**src/pasid_entry_pkg.sv**
```systemverilog
// constants, field layouts and register map of the pasid entry state handler
package pasid_entry_pkg;
  // ----------------------------------------------------------------------
  // extended context entry fields
  // ----------------------------------------------------------------------
  localparam int CTX_PRESENT_BIT = 0;
  localparam int CTX_FAULT_SUPPRESS_BIT = 1;
  // ----------------------------------------------------------------------
  // pasid table entry fields
  // ----------------------------------------------------------------------
  localparam int PTE_VALID_BIT = 0;
  localparam int PTE_WRITE_THROUGH_BIT = 3;
  localparam int PTE_CACHE_DISABLE_BIT = 4;
  localparam int PTE_SUPERVISOR_BIT = 11;
  localparam int PTE_ROOT_LSB = 12;
  localparam int PTE_ROOT_MSB = 63;
  localparam logic [63:0] PTE_RSVD_MASK = 64'h0000_0000_0000_07E6;
  // ----------------------------------------------------------------------
  // pasid state entry fields
  // ----------------------------------------------------------------------
  localparam int PSE_DEFER_BIT = 63;
  localparam int PSE_COUNT_LSB = 32;
  localparam int PSE_COUNT_MSB = 47;
  localparam logic [63:0] PSE_RSVD_MASK = 64'h7FFF_0000_FFFF_FFFF;
  // ----------------------------------------------------------------------
  // memory types used for top-level table fetches
  // ----------------------------------------------------------------------
  localparam logic [1:0] MT_WRITE_BACK = 2'h0;
  localparam logic [1:0] MT_WRITE_THROUGH = 2'h1;
  localparam logic [1:0] MT_UNCACHED_MINUS = 2'h2;
  localparam logic [1:0] MT_UNCACHED = 2'h3;
  // ----------------------------------------------------------------------
  // apb register byte offsets
  // ----------------------------------------------------------------------
  localparam logic [7:0] REG_CTRL = 8'h00;
  localparam logic [7:0] REG_STATUS = 8'h04;
  localparam logic [7:0] REG_MASK = 8'h08;
  localparam logic [7:0] REG_LAST_COUNT = 8'h0C;
  localparam logic [7:0] REG_FAULT_COUNT = 8'h10;
  // control bits
  localparam int CTRL_SUPERVISOR_CAP = 0;
  localparam int CTRL_MEMTYPE_CAP = 1;
  localparam logic [31:0] CTRL_RESET = 32'h0000_0003;
  // status event bits
  localparam int EV_FAULT = 0;
  localparam int EV_SYNC = 1;
  localparam int EV_COUNT_ZERO = 2;
  localparam int EV_WIDTH = 3;
  // fault reasons
  localparam logic [2:0] FLT_NONE = 3'h0;
  localparam logic [2:0] FLT_CTX_ABSENT = 3'h1;
  localparam logic [2:0] FLT_PASID_INVALID = 3'h2;
  localparam logic [2:0] FLT_RESERVED = 3'h3;
  localparam logic [2:0] FLT_SUPERVISOR = 3'h4;
  // update operations
  localparam logic UPD_ACTIVATE = 1'b1;
  localparam logic UPD_DEACTIVATE = 1'b0;
endpackage

```
**src/pasid_entry_state_handler.sv**
```systemverilog
// pasid entry decode and pasid state update engine with apb registers
`timescale 1ns/10ps
module pasid_entry_state_handler #(
  parameter int HOST_ADDR_WIDTH = 48,
  parameter int COUNT_WIDTH = 16
) (
  input wire logic I_CLOCK,
  input wire logic I_RST,
  // translation lookup request
  input wire logic i_lookup_valid,
  input wire logic [63:0] i_ctx_entry,
  input wire logic i_nested_translation_enable,
  input wire logic [63:0] i_pasid_entry,
  input wire logic i_supervisor_req,
  input wire logic i_coherent_domain,
  output logic o_lookup_done,
  output logic o_lookup_ok,
  output logic [63:0] o_first_level_root_pointer,
  output logic o_root_is_guest_physical,
  output logic [1:0] o_table_memory_type,
  output logic o_fault_report,
  output logic [2:0] o_fault_reason,
  // pasid state update request
  input wire logic i_update_valid,
  input wire logic i_update_activate,
  input wire logic [63:0] i_update_addr,
  output logic o_update_ready,
  output logic o_update_done,
  output logic o_sync_flag,
  output logic o_pasid_in_use,
  // memory port for the locked read-modify-write
  output logic o_mem_req,
  output logic o_mem_write,
  output logic o_mem_lock,
  output logic [63:0] o_mem_addr,
  output logic [63:0] o_mem_wdata,
  input wire logic i_mem_ack,
  input wire logic [63:0] i_mem_rdata,
  // apb slave
  input wire logic i_psel,
  input wire logic i_penable,
  input wire logic i_pwrite,
  input wire logic [7:0] i_paddr,
  input wire logic [31:0] i_pwdata,
  output logic [31:0] o_prdata,
  output logic o_pready,
  output logic o_pslverr,
  output logic o_irq
);
  // ----------------------------------------------------------------------
  // helpers
  // ----------------------------------------------------------------------
  // mask of root pointer bits from 63 down to the host address width
  function automatic logic [63:0] above_host_width_mask();
    logic [63:0] m;
    m = '1;
    m = m << HOST_ADDR_WIDTH;
    return m;
  endfunction
  // memory type from cache disable and write through
  function automatic logic [1:0] pick_type(input logic cd, input logic wt);
    logic [1:0] t;
    t = pasid_entry_pkg::MT_WRITE_BACK;
    case ({cd, wt})
      2'h1: t = pasid_entry_pkg::MT_WRITE_THROUGH;
      2'h2: t = pasid_entry_pkg::MT_UNCACHED_MINUS;
      2'h3: t = pasid_entry_pkg::MT_UNCACHED;
      default: t = pasid_entry_pkg::MT_WRITE_BACK;
    endcase
    return t;
  endfunction
  // ----------------------------------------------------------------------
  // registers
  // ----------------------------------------------------------------------
  logic [31:0] ctrl_reg, ctrl_next; // capability controls
  logic [2:0] status_reg, status_next; // sticky events
  logic [2:0] mask_reg, mask_next; // interrupt enables
  logic [31:0] fault_cnt_reg, fault_cnt_next; // reported faults
  logic [31:0] last_cnt_reg, last_cnt_next; // last written count
  logic [31:0] prdata_reg, prdata_next;
  logic pready_reg, pready_next;
  logic pslverr_reg, pslverr_next;
  logic irq_reg, irq_next;
  // lookup outputs
  logic look_done_reg, look_done_next;
  logic look_ok_reg, look_ok_next;
  logic [63:0] root_reg, root_next;
  logic guest_reg, guest_next;
  logic [1:0] mtype_reg, mtype_next;
  logic frep_reg, frep_next;
  logic [2:0] freason_reg, freason_next;
  // update engine
  typedef enum logic [3:0] {
    ST_IDLE = 4'h1,
    ST_READ = 4'h2,
    ST_WRITE = 4'h4,
    ST_DONE = 4'h8
  } upd_state_t;
  upd_state_t state_reg, state_next;
  logic act_reg, act_next; // latched operation
  logic [63:0] addr_reg, addr_next;
  logic [63:0] wdata_reg, wdata_next;
  logic sync_reg, sync_next;
  logic inuse_reg, inuse_next;
  logic udone_reg, udone_next;
  logic idle_reg, idle_next, busy_reg, busy_next, wr_reg, wr_next; // handshake outputs
  // ----------------------------------------------------------------------
  // lookup decode
  // ----------------------------------------------------------------------
  logic ctx_present;
  logic suppress;
  logic pasid_valid;
  logic rsvd_fault;
  logic sup_fault;
  logic [63:0] rsvd_mask;
  logic [2:0] reason;
  logic fault_event;
  // decode the two entries and pick the first fault
  always_comb begin
    ctx_present = i_ctx_entry[pasid_entry_pkg::CTX_PRESENT_BIT];
    // fault suppress read regardless of present
    suppress = i_ctx_entry[pasid_entry_pkg::CTX_FAULT_SUPPRESS_BIT];
    pasid_valid = i_pasid_entry[pasid_entry_pkg::PTE_VALID_BIT];
    rsvd_mask = pasid_entry_pkg::PTE_RSVD_MASK | above_host_width_mask();
    if (!ctrl_reg[pasid_entry_pkg::CTRL_SUPERVISOR_CAP]) begin
      rsvd_mask[pasid_entry_pkg::PTE_SUPERVISOR_BIT] = 1'b1;
    end
    if (!ctrl_reg[pasid_entry_pkg::CTRL_MEMTYPE_CAP]) begin
      rsvd_mask[pasid_entry_pkg::PTE_CACHE_DISABLE_BIT] = 1'b1;
      rsvd_mask[pasid_entry_pkg::PTE_WRITE_THROUGH_BIT] = 1'b1;
    end
    rsvd_fault = |(i_pasid_entry & rsvd_mask);
    sup_fault = i_supervisor_req && !i_pasid_entry[pasid_entry_pkg::PTE_SUPERVISOR_BIT];
    if (!ctx_present) begin
      reason = pasid_entry_pkg::FLT_CTX_ABSENT;
    end else if (!pasid_valid) begin
      reason = pasid_entry_pkg::FLT_PASID_INVALID;
    end else if (rsvd_fault) begin
      reason = pasid_entry_pkg::FLT_RESERVED;
    end else if (sup_fault) begin
      reason = pasid_entry_pkg::FLT_SUPERVISOR;
    end else begin
      reason = pasid_entry_pkg::FLT_NONE;
    end
    // suppressed faults are neither recorded nor reported
    fault_event = i_lookup_valid && (reason != pasid_entry_pkg::FLT_NONE) && !suppress;
  end

  // next values of the lookup outputs
  always_comb begin
    look_done_next = i_lookup_valid;
    look_ok_next = i_lookup_valid && (reason == pasid_entry_pkg::FLT_NONE);
    root_next = root_reg;
    guest_next = guest_reg;
    mtype_next = mtype_reg;
    frep_next = fault_event;
    freason_next = i_lookup_valid ? reason : freason_reg;
    if (i_lookup_valid && reason == pasid_entry_pkg::FLT_NONE) begin
      root_next = {i_pasid_entry[pasid_entry_pkg::PTE_ROOT_MSB:pasid_entry_pkg::PTE_ROOT_LSB],
                   12'h000};
      guest_next = i_nested_translation_enable;
      if (i_coherent_domain && ctrl_reg[pasid_entry_pkg::CTRL_MEMTYPE_CAP]) begin
        mtype_next = pick_type(i_pasid_entry[pasid_entry_pkg::PTE_CACHE_DISABLE_BIT],
                               i_pasid_entry[pasid_entry_pkg::PTE_WRITE_THROUGH_BIT]);
      end else begin
        mtype_next = pasid_entry_pkg::MT_WRITE_BACK;
      end
    end
  end

  // ----------------------------------------------------------------------
  // pasid state update engine
  // ----------------------------------------------------------------------
  logic [COUNT_WIDTH-1:0] cur_cnt;
  logic [COUNT_WIDTH-1:0] new_cnt;
  logic sync_event;
  logic zero_event;
  // locked read then write of the state entry
  always_comb begin
    state_next = state_reg;
    act_next = act_reg;
    addr_next = addr_reg;
    wdata_next = wdata_reg;
    sync_next = sync_reg;
    inuse_next = inuse_reg;
    udone_next = 1'b0;
    sync_event = 1'b0;
    zero_event = 1'b0;
    cur_cnt = i_mem_rdata[pasid_entry_pkg::PSE_COUNT_MSB:pasid_entry_pkg::PSE_COUNT_LSB];
    new_cnt = cur_cnt;
    case (state_reg)
      // accept a new update
      ST_IDLE: begin
        if (i_update_valid) begin
          act_next = i_update_activate;
          addr_next = i_update_addr;
          state_next = ST_READ;
        end
      end
      // locked read, compute new entry
      ST_READ: begin
        if (i_mem_ack) begin
          wdata_next = i_mem_rdata & ~pasid_entry_pkg::PSE_RSVD_MASK;
          if (act_reg == pasid_entry_pkg::UPD_ACTIVATE) begin
            new_cnt = cur_cnt + 1'b1;
            sync_next = i_mem_rdata[pasid_entry_pkg::PSE_DEFER_BIT];
            sync_event = i_mem_rdata[pasid_entry_pkg::PSE_DEFER_BIT];
            wdata_next[pasid_entry_pkg::PSE_DEFER_BIT] = 1'b0;
          end else begin
            new_cnt = cur_cnt - 1'b1;
            sync_next = 1'b0;
          end
          wdata_next[pasid_entry_pkg::PSE_COUNT_MSB:pasid_entry_pkg::PSE_COUNT_LSB] = new_cnt;
          inuse_next = (new_cnt != '0);
          zero_event = (new_cnt == '0);
          state_next = ST_WRITE;
        end
      end
      // locked write back
      ST_WRITE: begin
        if (i_mem_ack) begin
          state_next = ST_DONE;
        end
      end
      // pulse the response
      ST_DONE: begin
        udone_next = 1'b1;
        state_next = ST_IDLE;
      end
      default: state_next = ST_IDLE;
    endcase
    idle_next = (state_next == ST_IDLE);
    busy_next = (state_next == ST_READ) || (state_next == ST_WRITE);
    wr_next = (state_next == ST_WRITE);
  end

  // ----------------------------------------------------------------------
  // apb slave and interrupt
  // ----------------------------------------------------------------------
  logic apb_access;
  logic [2:0] events;
  logic hit;

  // register decode, status read clears, events win over the clear
  always_comb begin
    apb_access = i_psel && i_penable && !pready_reg;
    events = '0;
    events[pasid_entry_pkg::EV_FAULT] = fault_event;
    events[pasid_entry_pkg::EV_SYNC] = sync_event;
    events[pasid_entry_pkg::EV_COUNT_ZERO] = zero_event;
    ctrl_next = ctrl_reg;
    mask_next = mask_reg;
    status_next = status_reg;
    prdata_next = prdata_reg;
    pslverr_next = 1'b0;
    pready_next = apb_access;
    fault_cnt_next = fault_cnt_reg + {31'h0, fault_event};
    last_cnt_next = last_cnt_reg;
    if (state_reg == ST_WRITE && i_mem_ack) begin
      last_cnt_next = {16'h0000, 16'(wdata_reg[pasid_entry_pkg::PSE_COUNT_MSB:
                                                pasid_entry_pkg::PSE_COUNT_LSB])};
    end
    hit = 1'b1;
    if (apb_access) begin
      case (i_paddr)
        pasid_entry_pkg::REG_CTRL: begin
          prdata_next = ctrl_reg;
          if (i_pwrite) begin
            ctrl_next = {30'h0, i_pwdata[1:0]};
          end
        end
        pasid_entry_pkg::REG_STATUS: begin
          prdata_next = {29'h0, status_reg};
          if (!i_pwrite) begin
            status_next = '0;
          end
        end
        pasid_entry_pkg::REG_MASK: begin
          prdata_next = {29'h0, mask_reg};
          if (i_pwrite) begin
            mask_next = i_pwdata[2:0];
          end
        end
        pasid_entry_pkg::REG_LAST_COUNT: prdata_next = last_cnt_reg;
        pasid_entry_pkg::REG_FAULT_COUNT: prdata_next = fault_cnt_reg;
        default: begin
          hit = 1'b0;
          prdata_next = 32'h0000_0000;
        end
      endcase
      pslverr_next = !hit;
    end
    status_next = status_next | events;
    irq_next = |(status_next & mask_next);
  end

  // ----------------------------------------------------------------------
  // state registers
  // ----------------------------------------------------------------------
  always_ff @(posedge I_CLOCK) begin
    if (I_RST) begin
      ctrl_reg <= pasid_entry_pkg::CTRL_RESET;
      status_reg <= '0;
      mask_reg <= '0;
      fault_cnt_reg <= '0;
      last_cnt_reg <= '0;
      prdata_reg <= '0;
      pready_reg <= 1'b0;
      pslverr_reg <= 1'b0;
      irq_reg <= 1'b0;
      look_done_reg <= 1'b0;
      look_ok_reg <= 1'b0;
      root_reg <= '0;
      guest_reg <= 1'b0;
      mtype_reg <= pasid_entry_pkg::MT_WRITE_BACK;
      frep_reg <= 1'b0;
      freason_reg <= pasid_entry_pkg::FLT_NONE;
      state_reg <= ST_IDLE;
      act_reg <= 1'b0;
      addr_reg <= '0;
      wdata_reg <= '0;
      sync_reg <= 1'b0;
      inuse_reg <= 1'b0;
      udone_reg <= 1'b0;
      idle_reg <= 1'b1;
      busy_reg <= 1'b0;
      wr_reg <= 1'b0;
    end else begin
      ctrl_reg <= ctrl_next;
      status_reg <= status_next;
      mask_reg <= mask_next;
      fault_cnt_reg <= fault_cnt_next;
      last_cnt_reg <= last_cnt_next;
      prdata_reg <= prdata_next;
      pready_reg <= pready_next;
      pslverr_reg <= pslverr_next;
      irq_reg <= irq_next;
      look_done_reg <= look_done_next;
      look_ok_reg <= look_ok_next;
      root_reg <= root_next;
      guest_reg <= guest_next;
      mtype_reg <= mtype_next;
      frep_reg <= frep_next;
      freason_reg <= freason_next;
      state_reg <= state_next;
      act_reg <= act_next;
      addr_reg <= addr_next;
      wdata_reg <= wdata_next;
      sync_reg <= sync_next;
      inuse_reg <= inuse_next;
      udone_reg <= udone_next;
      idle_reg <= idle_next;
      busy_reg <= busy_next;
      wr_reg <= wr_next;
    end
  end

  // ----------------------------------------------------------------------
  // outputs, all from flip-flops
  // ----------------------------------------------------------------------
  assign o_lookup_done = look_done_reg;
  assign o_lookup_ok = look_ok_reg;
  assign o_first_level_root_pointer = root_reg;
  assign o_root_is_guest_physical = guest_reg;
  assign o_table_memory_type = mtype_reg;
  assign o_fault_report = frep_reg;
  assign o_fault_reason = freason_reg;
  assign o_update_ready = idle_reg;
  assign o_update_done = udone_reg;
  assign o_sync_flag = sync_reg;
  assign o_pasid_in_use = inuse_reg;
  assign o_mem_req = busy_reg;
  assign o_mem_write = wr_reg;
  assign o_mem_lock = busy_reg;
  assign o_mem_addr = addr_reg;
  assign o_mem_wdata = wdata_reg;
  assign o_prdata = prdata_reg;
  assign o_pready = pready_reg;
  assign o_pslverr = pslverr_reg;
  assign o_irq = irq_reg;
endmodule

```
**config.mk**
```make
export PLATFORM = sky130hd
export DESIGN_NAME = pasid_entry_state_handler
export DESIGN_NICKNAME = d
export VERILOG_FILES = /design/src/pasid_entry_pkg.sv /design/src/pasid_entry_state_handler.sv
export SDC_FILE = /design/constraint.sdc
export NUM_CORES = 1
export LEC_CHECK = 0
export ABC_AREA = 0
export BUFFER_PORTS_ARGS = -buffer_cell sky130_fd_sc_hd__buf_2
export CORE_AREA = 10 10 203 205
export CTS_CLUSTER_DIAMETER = 60
export DETAILED_ROUTE_END_ITERATION = 6
export DIE_AREA = 0 0 213 215
export GPL_TIMING_DRIVEN = 0
export PLACE_DENSITY_LB_ADDON = 0.3
export SLEW_MARGIN = 20
export SYNTH_ARGS = -nofsm -noshare
export SYNTH_HDL_FRONTEND = slang
export SYNTH_SLANG_ARGS = --single-unit
```
**constraint.sdc**
```tcl
create_clock -name I_CLOCK -period 4.2 [get_ports I_CLOCK]
set_input_delay 1.26 -clock I_CLOCK [delete_from_list [all_inputs] [get_ports I_CLOCK]]
set_output_delay 1.26 -clock I_CLOCK [all_outputs]
set_load 0.01 [all_outputs]
```
==> out/results.txt, run 1 <==
Crit path launch type: input port
TNS Setup: 0 ns
Final period util: 94.1%
Top Ports: 551
Grt ovf: 0
Post-synthesis async set-or-reset flop share: 0%
Post-CTS Setup Bufs: 0
Die H: 215 µm
Area after DPL: 0.0128 mm²
Maximum Capacitance Violations: 0
Lkg Pwr: 6.08 nW
Final worst slack: 0.246 ns
DIE AREA: 0.0458 mm²
Final instance area: 0.0138 mm²
Clk buf depth: 3
Initial core utilization: 27.3%
Layout area overhead: 35.1%
Crit path time final: 3.95 ns
FMAX: 253 MHz
Number of synthesized flops with an enable pin: 0
Total number of vias: 9844
Synthesized flop and latch total: 244
Placer Congestion: 0.883
Data arrival time of the worst path: 4.38 ns
Unrepaired setup endpoints after global routing: no
Placement Rows: 71
Port Buffers: 352
Post-DP HPWL: 30900 µm
H-tree lvl count: 1
Hold path start: o_first_level_root_pointer[17]
Commonest cells after routing, fill and taps aside: buf_2, nand2_1, dfxtp_1, a21oi_1, nor2_1
Vias in the first global route: 9897
Power after layout: 5.58 mW
Seq/Total Area, Yosys: 48.0%
Clock Root Buffer: clkbuf_16
Worst vdd ir: 0.321 mV
Setup Slack @ Placement: -0.294 ns
Worst-path maximum fanout: 7
Antenna viol nets, final: 0
First-pass GRT wire length: 57700 µm
Yosys cell types: 62
Share of layout cells above drive strength 1: 28.6%
Slew Viols, Final: 0
Ys flop type: dfxtp_1
Cells after Synth: 1251
Dpl cells: 2135
CP Data Required Time: 4.63 ns
Final Skew: 0.0141 ns
Routed len/inst: 17.4 µm
Cts hold-fix bufs: 0
Number of CTS-inserted buffers: 31
Worst setup path start: i_pasid_entry[48]
Post-route DRC: 0
Pwr dens: 406 mW/mm²
Crit end category: flip-flop
Initial antenna violation count: 4
Avg Cell Area, Syn: 8.14 µm²
Actual slew at the worst max-slew pin: 0.872 ns
Cell area after synthesis: 0.0102 mm²
WS Path Type: in -> reg
Clk sink count: 244
TritonCTS clock tree: done
Status: finished, final reports clean
Worst-skew pair later-pin latency: 0.56 ns
Final setup vio count: 0
Synth Warn #: 0
Final number of hold-violating endpoints: 0
Utilization after layout: 36.9%
Largest net degree at the start of global routing: 16
Worst hold slack: 0.450 ns
Core area: 0.0372 mm²
Fill cells: 3895
R2R Path Start: ctrl_reg[1]
Drt total wl: 38100 µm
Clock transition at path regs: 0.06 ns
Post-Layout Cell Count: 2192
Worst hold-check path type: reg -> reg
1st-iter DRT viols: 537
Via/cell ratio: 4.49
Chip width: 213 µm
Max reg flops: 64
Post-CTS sizing: 0
DR pass1 iterations: 4
Commonest non-fill, non-tap cell in the layout: buf_2
Nets: 2020
GRT Total Usage: 16.0%
Worst slew margin: 41.1%
## cell usage after synthesis, types with 2 or more instances
cell type,count,share of area (%)
a211o_1,2,0.17
a211oi_1,7,0.52
a21o_1,2,0.15
a21oi_1,185,9.1
a221oi_1,3,0.26
a22oi_1,14,1.0
and2_1,19,1.2
and3_1,8,0.49
buf_1,8,0.30
buf_2,7,0.34
buf_4,63,4.6
clkbuf_1,54,2.0
dfxtp_1,244,48
ha_1,17,2.1
inv_1,11,0.41
mux2i_1,6,0.59
nand2_1,299,11
nand2b_1,5,0.31
nand3_1,39,1.9
nand3b_1,4,0.30
nand4_1,13,0.80
nor2_1,102,3.8
nor2b_1,9,0.55
nor3_1,7,0.34
nor3_2,2,0.20
nor4_1,15,0.92
nor4_2,3,0.37
o2111ai_1,3,0.26
o211ai_1,5,0.37
o21a_1,3,0.22
o21ai_0,17,0.84
o21ai_1,3,0.15
o311ai_0,2,0.17
or3_1,4,0.25
or4_1,2,0.15
xnor2_1,13,1.1
xor2_1,26,2.2
## final cells by class
type / count / area [µm²] / share of cell area, %
sequential: 244 / 4880 / 35.5
multi-input combinational: 921 / 4720 / 34.4
timing repair buffer: 352 / 1760 / 12.8
clock buffer: 38 / 822 / 5.98
buffer: 133 / 752 / 5.47
tap: 474 / 593 / 4.31
clock inverter: 17 / 166 / 1.21
inverter: 11 / 41.3 / 0.300
antenna: 2 / 5.00 / 0.0364
## worst max-delay path, stage by stage
cell and delay [ns]:
buf_2 0.09, nor4_1 0.59, o2111ai_1 0.31, nor3_2 0.31, a311o_1 0.37, inv_1 0.08
ha_1 0.20, ha_1 0.20, and2_1 0.19, nand4_1 0.30, nor2_1 0.15, nand3_1 0.12
xor2_1 0.15, nor2_1 0.05
## report_power, final
group / switching (mW) / total, mW / internal, mW
logic: 0.375 / 0.613 / 0.238
registers: 0.0298 / 2.40 / 2.37
clock network: 1.05 / 2.57 / 1.52
total: 1.46 / 5.58 / 4.13
## logic make-up after synthesis
group | after synthesis | share of synthesized area (%)
simple gates | 543 | 23.7
compound gates | 255 | 14.1
flops | 244 | 48.0
buf+inv | 144 | 7.79
xor+xnor | 39 | 3.36
fa+ha+maj | 18 | 2.29
mux | 7 | 0.701
other cells | 1 | 0.0368
## final timing paths
check	to	slack, ns	depth (start not counted)
worst min register to register	o_first_level_root_pointer[17]	0.45	2
worst max register to register	fault_cnt_reg[30]	0.92	12
worst min-delay path	o_first_level_root_pointer[17]	0.45	2
worst max-delay path	fault_cnt_reg[18]	0.25	14
## per-layer routing
metal / track usage (%) / vias up / wire length (µm)
li1: - / 4990 / -
met1: 18.4 / 4473 / 15600
met2: 27.2 / 312 / 18200
met3: 4.89 / 67 / 3020
met4: 6.31 / 2 / 1290
met5: 0 / - / 13
(Power assumes the default switching activity.)
==> run 2: changes to the inputs <==
- ABC_CLOCK_PERIOD_IN_PS: not set -> 4200
- RECOVER_POWER: not set -> 100
==> run 2 against run 1 <==
Core utilization shrank 0.76 points. Combinational power shrank 3%. Final area shrank 2.1%. Critical path depth is the same. Sequential cell count is the same. Clock-buffer cell count is the same. Routed wire length shrank 0.17%. Clock skew shrank 0.0029 ns. Non-clock buffer count is the same. First-iteration DRC count shrank 1.7%. Via count grew 0.16%. Worst setup slack lost 0.017 ns.
==> out/results.txt, run 2 (synthesized netlist as in run 1, its figures left out) <==
Max reg flops: 64
Clock Root Buffer: clkbuf_16
Layout area overhead: 32.3%
Power after layout: 5.57 mW
Commonest cells after routing, fill and taps aside: nand2_1, clkbuf_1, dfxtp_1, a21oi_1, buf_2
FMAX: 252 MHz
Core area: 0.0372 mm²
Top Ports: 551
Unrepaired setup endpoints after global routing: no
Largest net degree at the start of global routing: 16
Routed len/inst: 17.4 µm
Post-DP HPWL: 30900 µm
Utilization after layout: 36.2%
Placement Rows: 71
Cts hold-fix bufs: 0
Lkg Pwr: 5.25 nW
Nets: 2020
Final instance area: 0.0135 mm²
Initial core utilization: 27.3%
Worst-path maximum fanout: 7
Die H: 215 µm
Multi-input logic area: 0.00469 mm²
Post-CTS Setup Bufs: 0
WS Path Type: in -> reg
Maximum Capacitance Violations: 0
Number of CTS-inserted buffers: 31
Total number of vias: 9860
1st-iter DRT viols: 528
Drt total wl: 38000 µm
Worst slew margin: 41.5%
Max incr delay on CP: 0.58 ns
DR pass1 iterations: 5
Chip width: 213 µm
First-pass GRT wire length: 57700 µm
Area after DPL: 0.0128 mm²
GRT Total Usage: 16.0%
Share of layout cells above drive strength 1: 17.2%
Worst hold-check path type: reg -> reg
Crit end category: flip-flop
Crit path max-delay family: simple AND/OR/NAND/NOR gates
FF/Latch Area: 0.00488 mm²
Commonest non-fill, non-tap cell in the layout: nand2_1
Worst vdd ir: 0.320 mV
Via/cell ratio: 4.50
DIE AREA: 0.0458 mm²
Port Buffers: 352
Post-route DRC: 0
Pwr dens: 414 mW/mm²
Final Skew: 0.0111 ns
Placer Congestion: 0.883
Crit path launch type: input port
TritonCTS clock tree: done
Crit path time final: 3.97 ns
Data arrival time of the worst path: 4.40 ns
CP Data Required Time: 4.63 ns
Antenna viol nets, final: 0
Initial antenna violation count: 3
Slew Viols, Final: 0
Actual slew at the worst max-slew pin: 0.867 ns
Final period util: 94.6%
Worst path cell trace: buf_2 -> nor4_1 -> o2111ai_1 -> nor3_2 -> a311o_1 -> inv_1 -> ha_1 -> ha_1 -> and2_1 -> nand4_1 -> nor2_1 -> nand3_1 -> xor2_1 -> nor2_1
Clock transition at path regs: 0.06 ns
Final setup vio count: 0
Clk sink count: 244
Post-CTS sizing: 0
Fill cells: 4005
Grt ovf: 0
Status: finished, final reports clean
H-tree lvl count: 1
Vias in the first global route: 9897
Final number of hold-violating endpoints: 0
Clk buf depth: 3
Crit path buffers/inverters: 2
Worst-skew pair later-pin latency: 0.56 ns
CP max stage cell: nor4_1
## run 2: final timing paths
| path | depth (start not counted) | endpoint | from | slack, ns |
|---|---|---|---|---|
| worst max register to register | 9 | o_pasid_in_use | act_reg | 0.88 |
| worst min register to register | 2 | o_first_level_root_pointer[17] | o_first_level_root_pointer[17] | 0.45 |
| worst min-delay path | 2 | o_first_level_root_pointer[17] | o_first_level_root_pointer[17] | 0.45 |
| worst max-delay path | 14 | fault_cnt_reg[18] | i_pasid_entry[48] | 0.23 |
## run 2: cell type report
class,count,area share [%]
antenna,1,0.0186
timing repair buffer,352,11.4
tap,474,4.40
inverter,11,0.307
buffer,133,5.49
sequential,244,36.3
clock inverter,17,1.24
clock buffer,38,6.10
multi-input combinational,921,34.8
## run 2: per-stage QoR
| step | cells | setup WS [ns] | TNS, ns | hold slack, ns |
|---|---|---|---|---|
| 3_5_place_dp | 2135 | -0.294 | -3.42 | 0.439 |
| 3_3_place_gp | 2135 | -0.326 | -4.30 | 0.437 |
| 5_1_grt | 2191 | 0.0765 | 0 | 0.472 |
| 2_1_floorplan | 1309 | 0.670 | 0 | 0.433 |
| 6_report | 2191 | 0.229 | 0 | 0.452 |
| 4_1_cts | 2190 | 0.297 | 0 | 0.451 |
## run 2: report_power, final
part | switching [mW] | leakage [nW] | total, mW | internal (mW)
clock network | 1.06 | 0.484 | 2.58 | 1.52
logic | 0.370 | 2.79 | 0.594 | 0.224
registers | 0.0308 | 1.98 | 2.40 | 2.37
total | 1.46 | 5.25 | 5.57 | 4.11
## run 2: tightest hold or removal path: stages (launching register included)
cell	delay, ns
dfxtp_1	0.30
nand2_1	0.05
a21oi_1	0.05
## run 2: layer usage
metal  track usage [%]  part of all wire [%]
met2              27.2                    48
met1              18.4                    41
met4              6.31                   3.5
met3              4.89                   8.0
met5                 0                 0.034
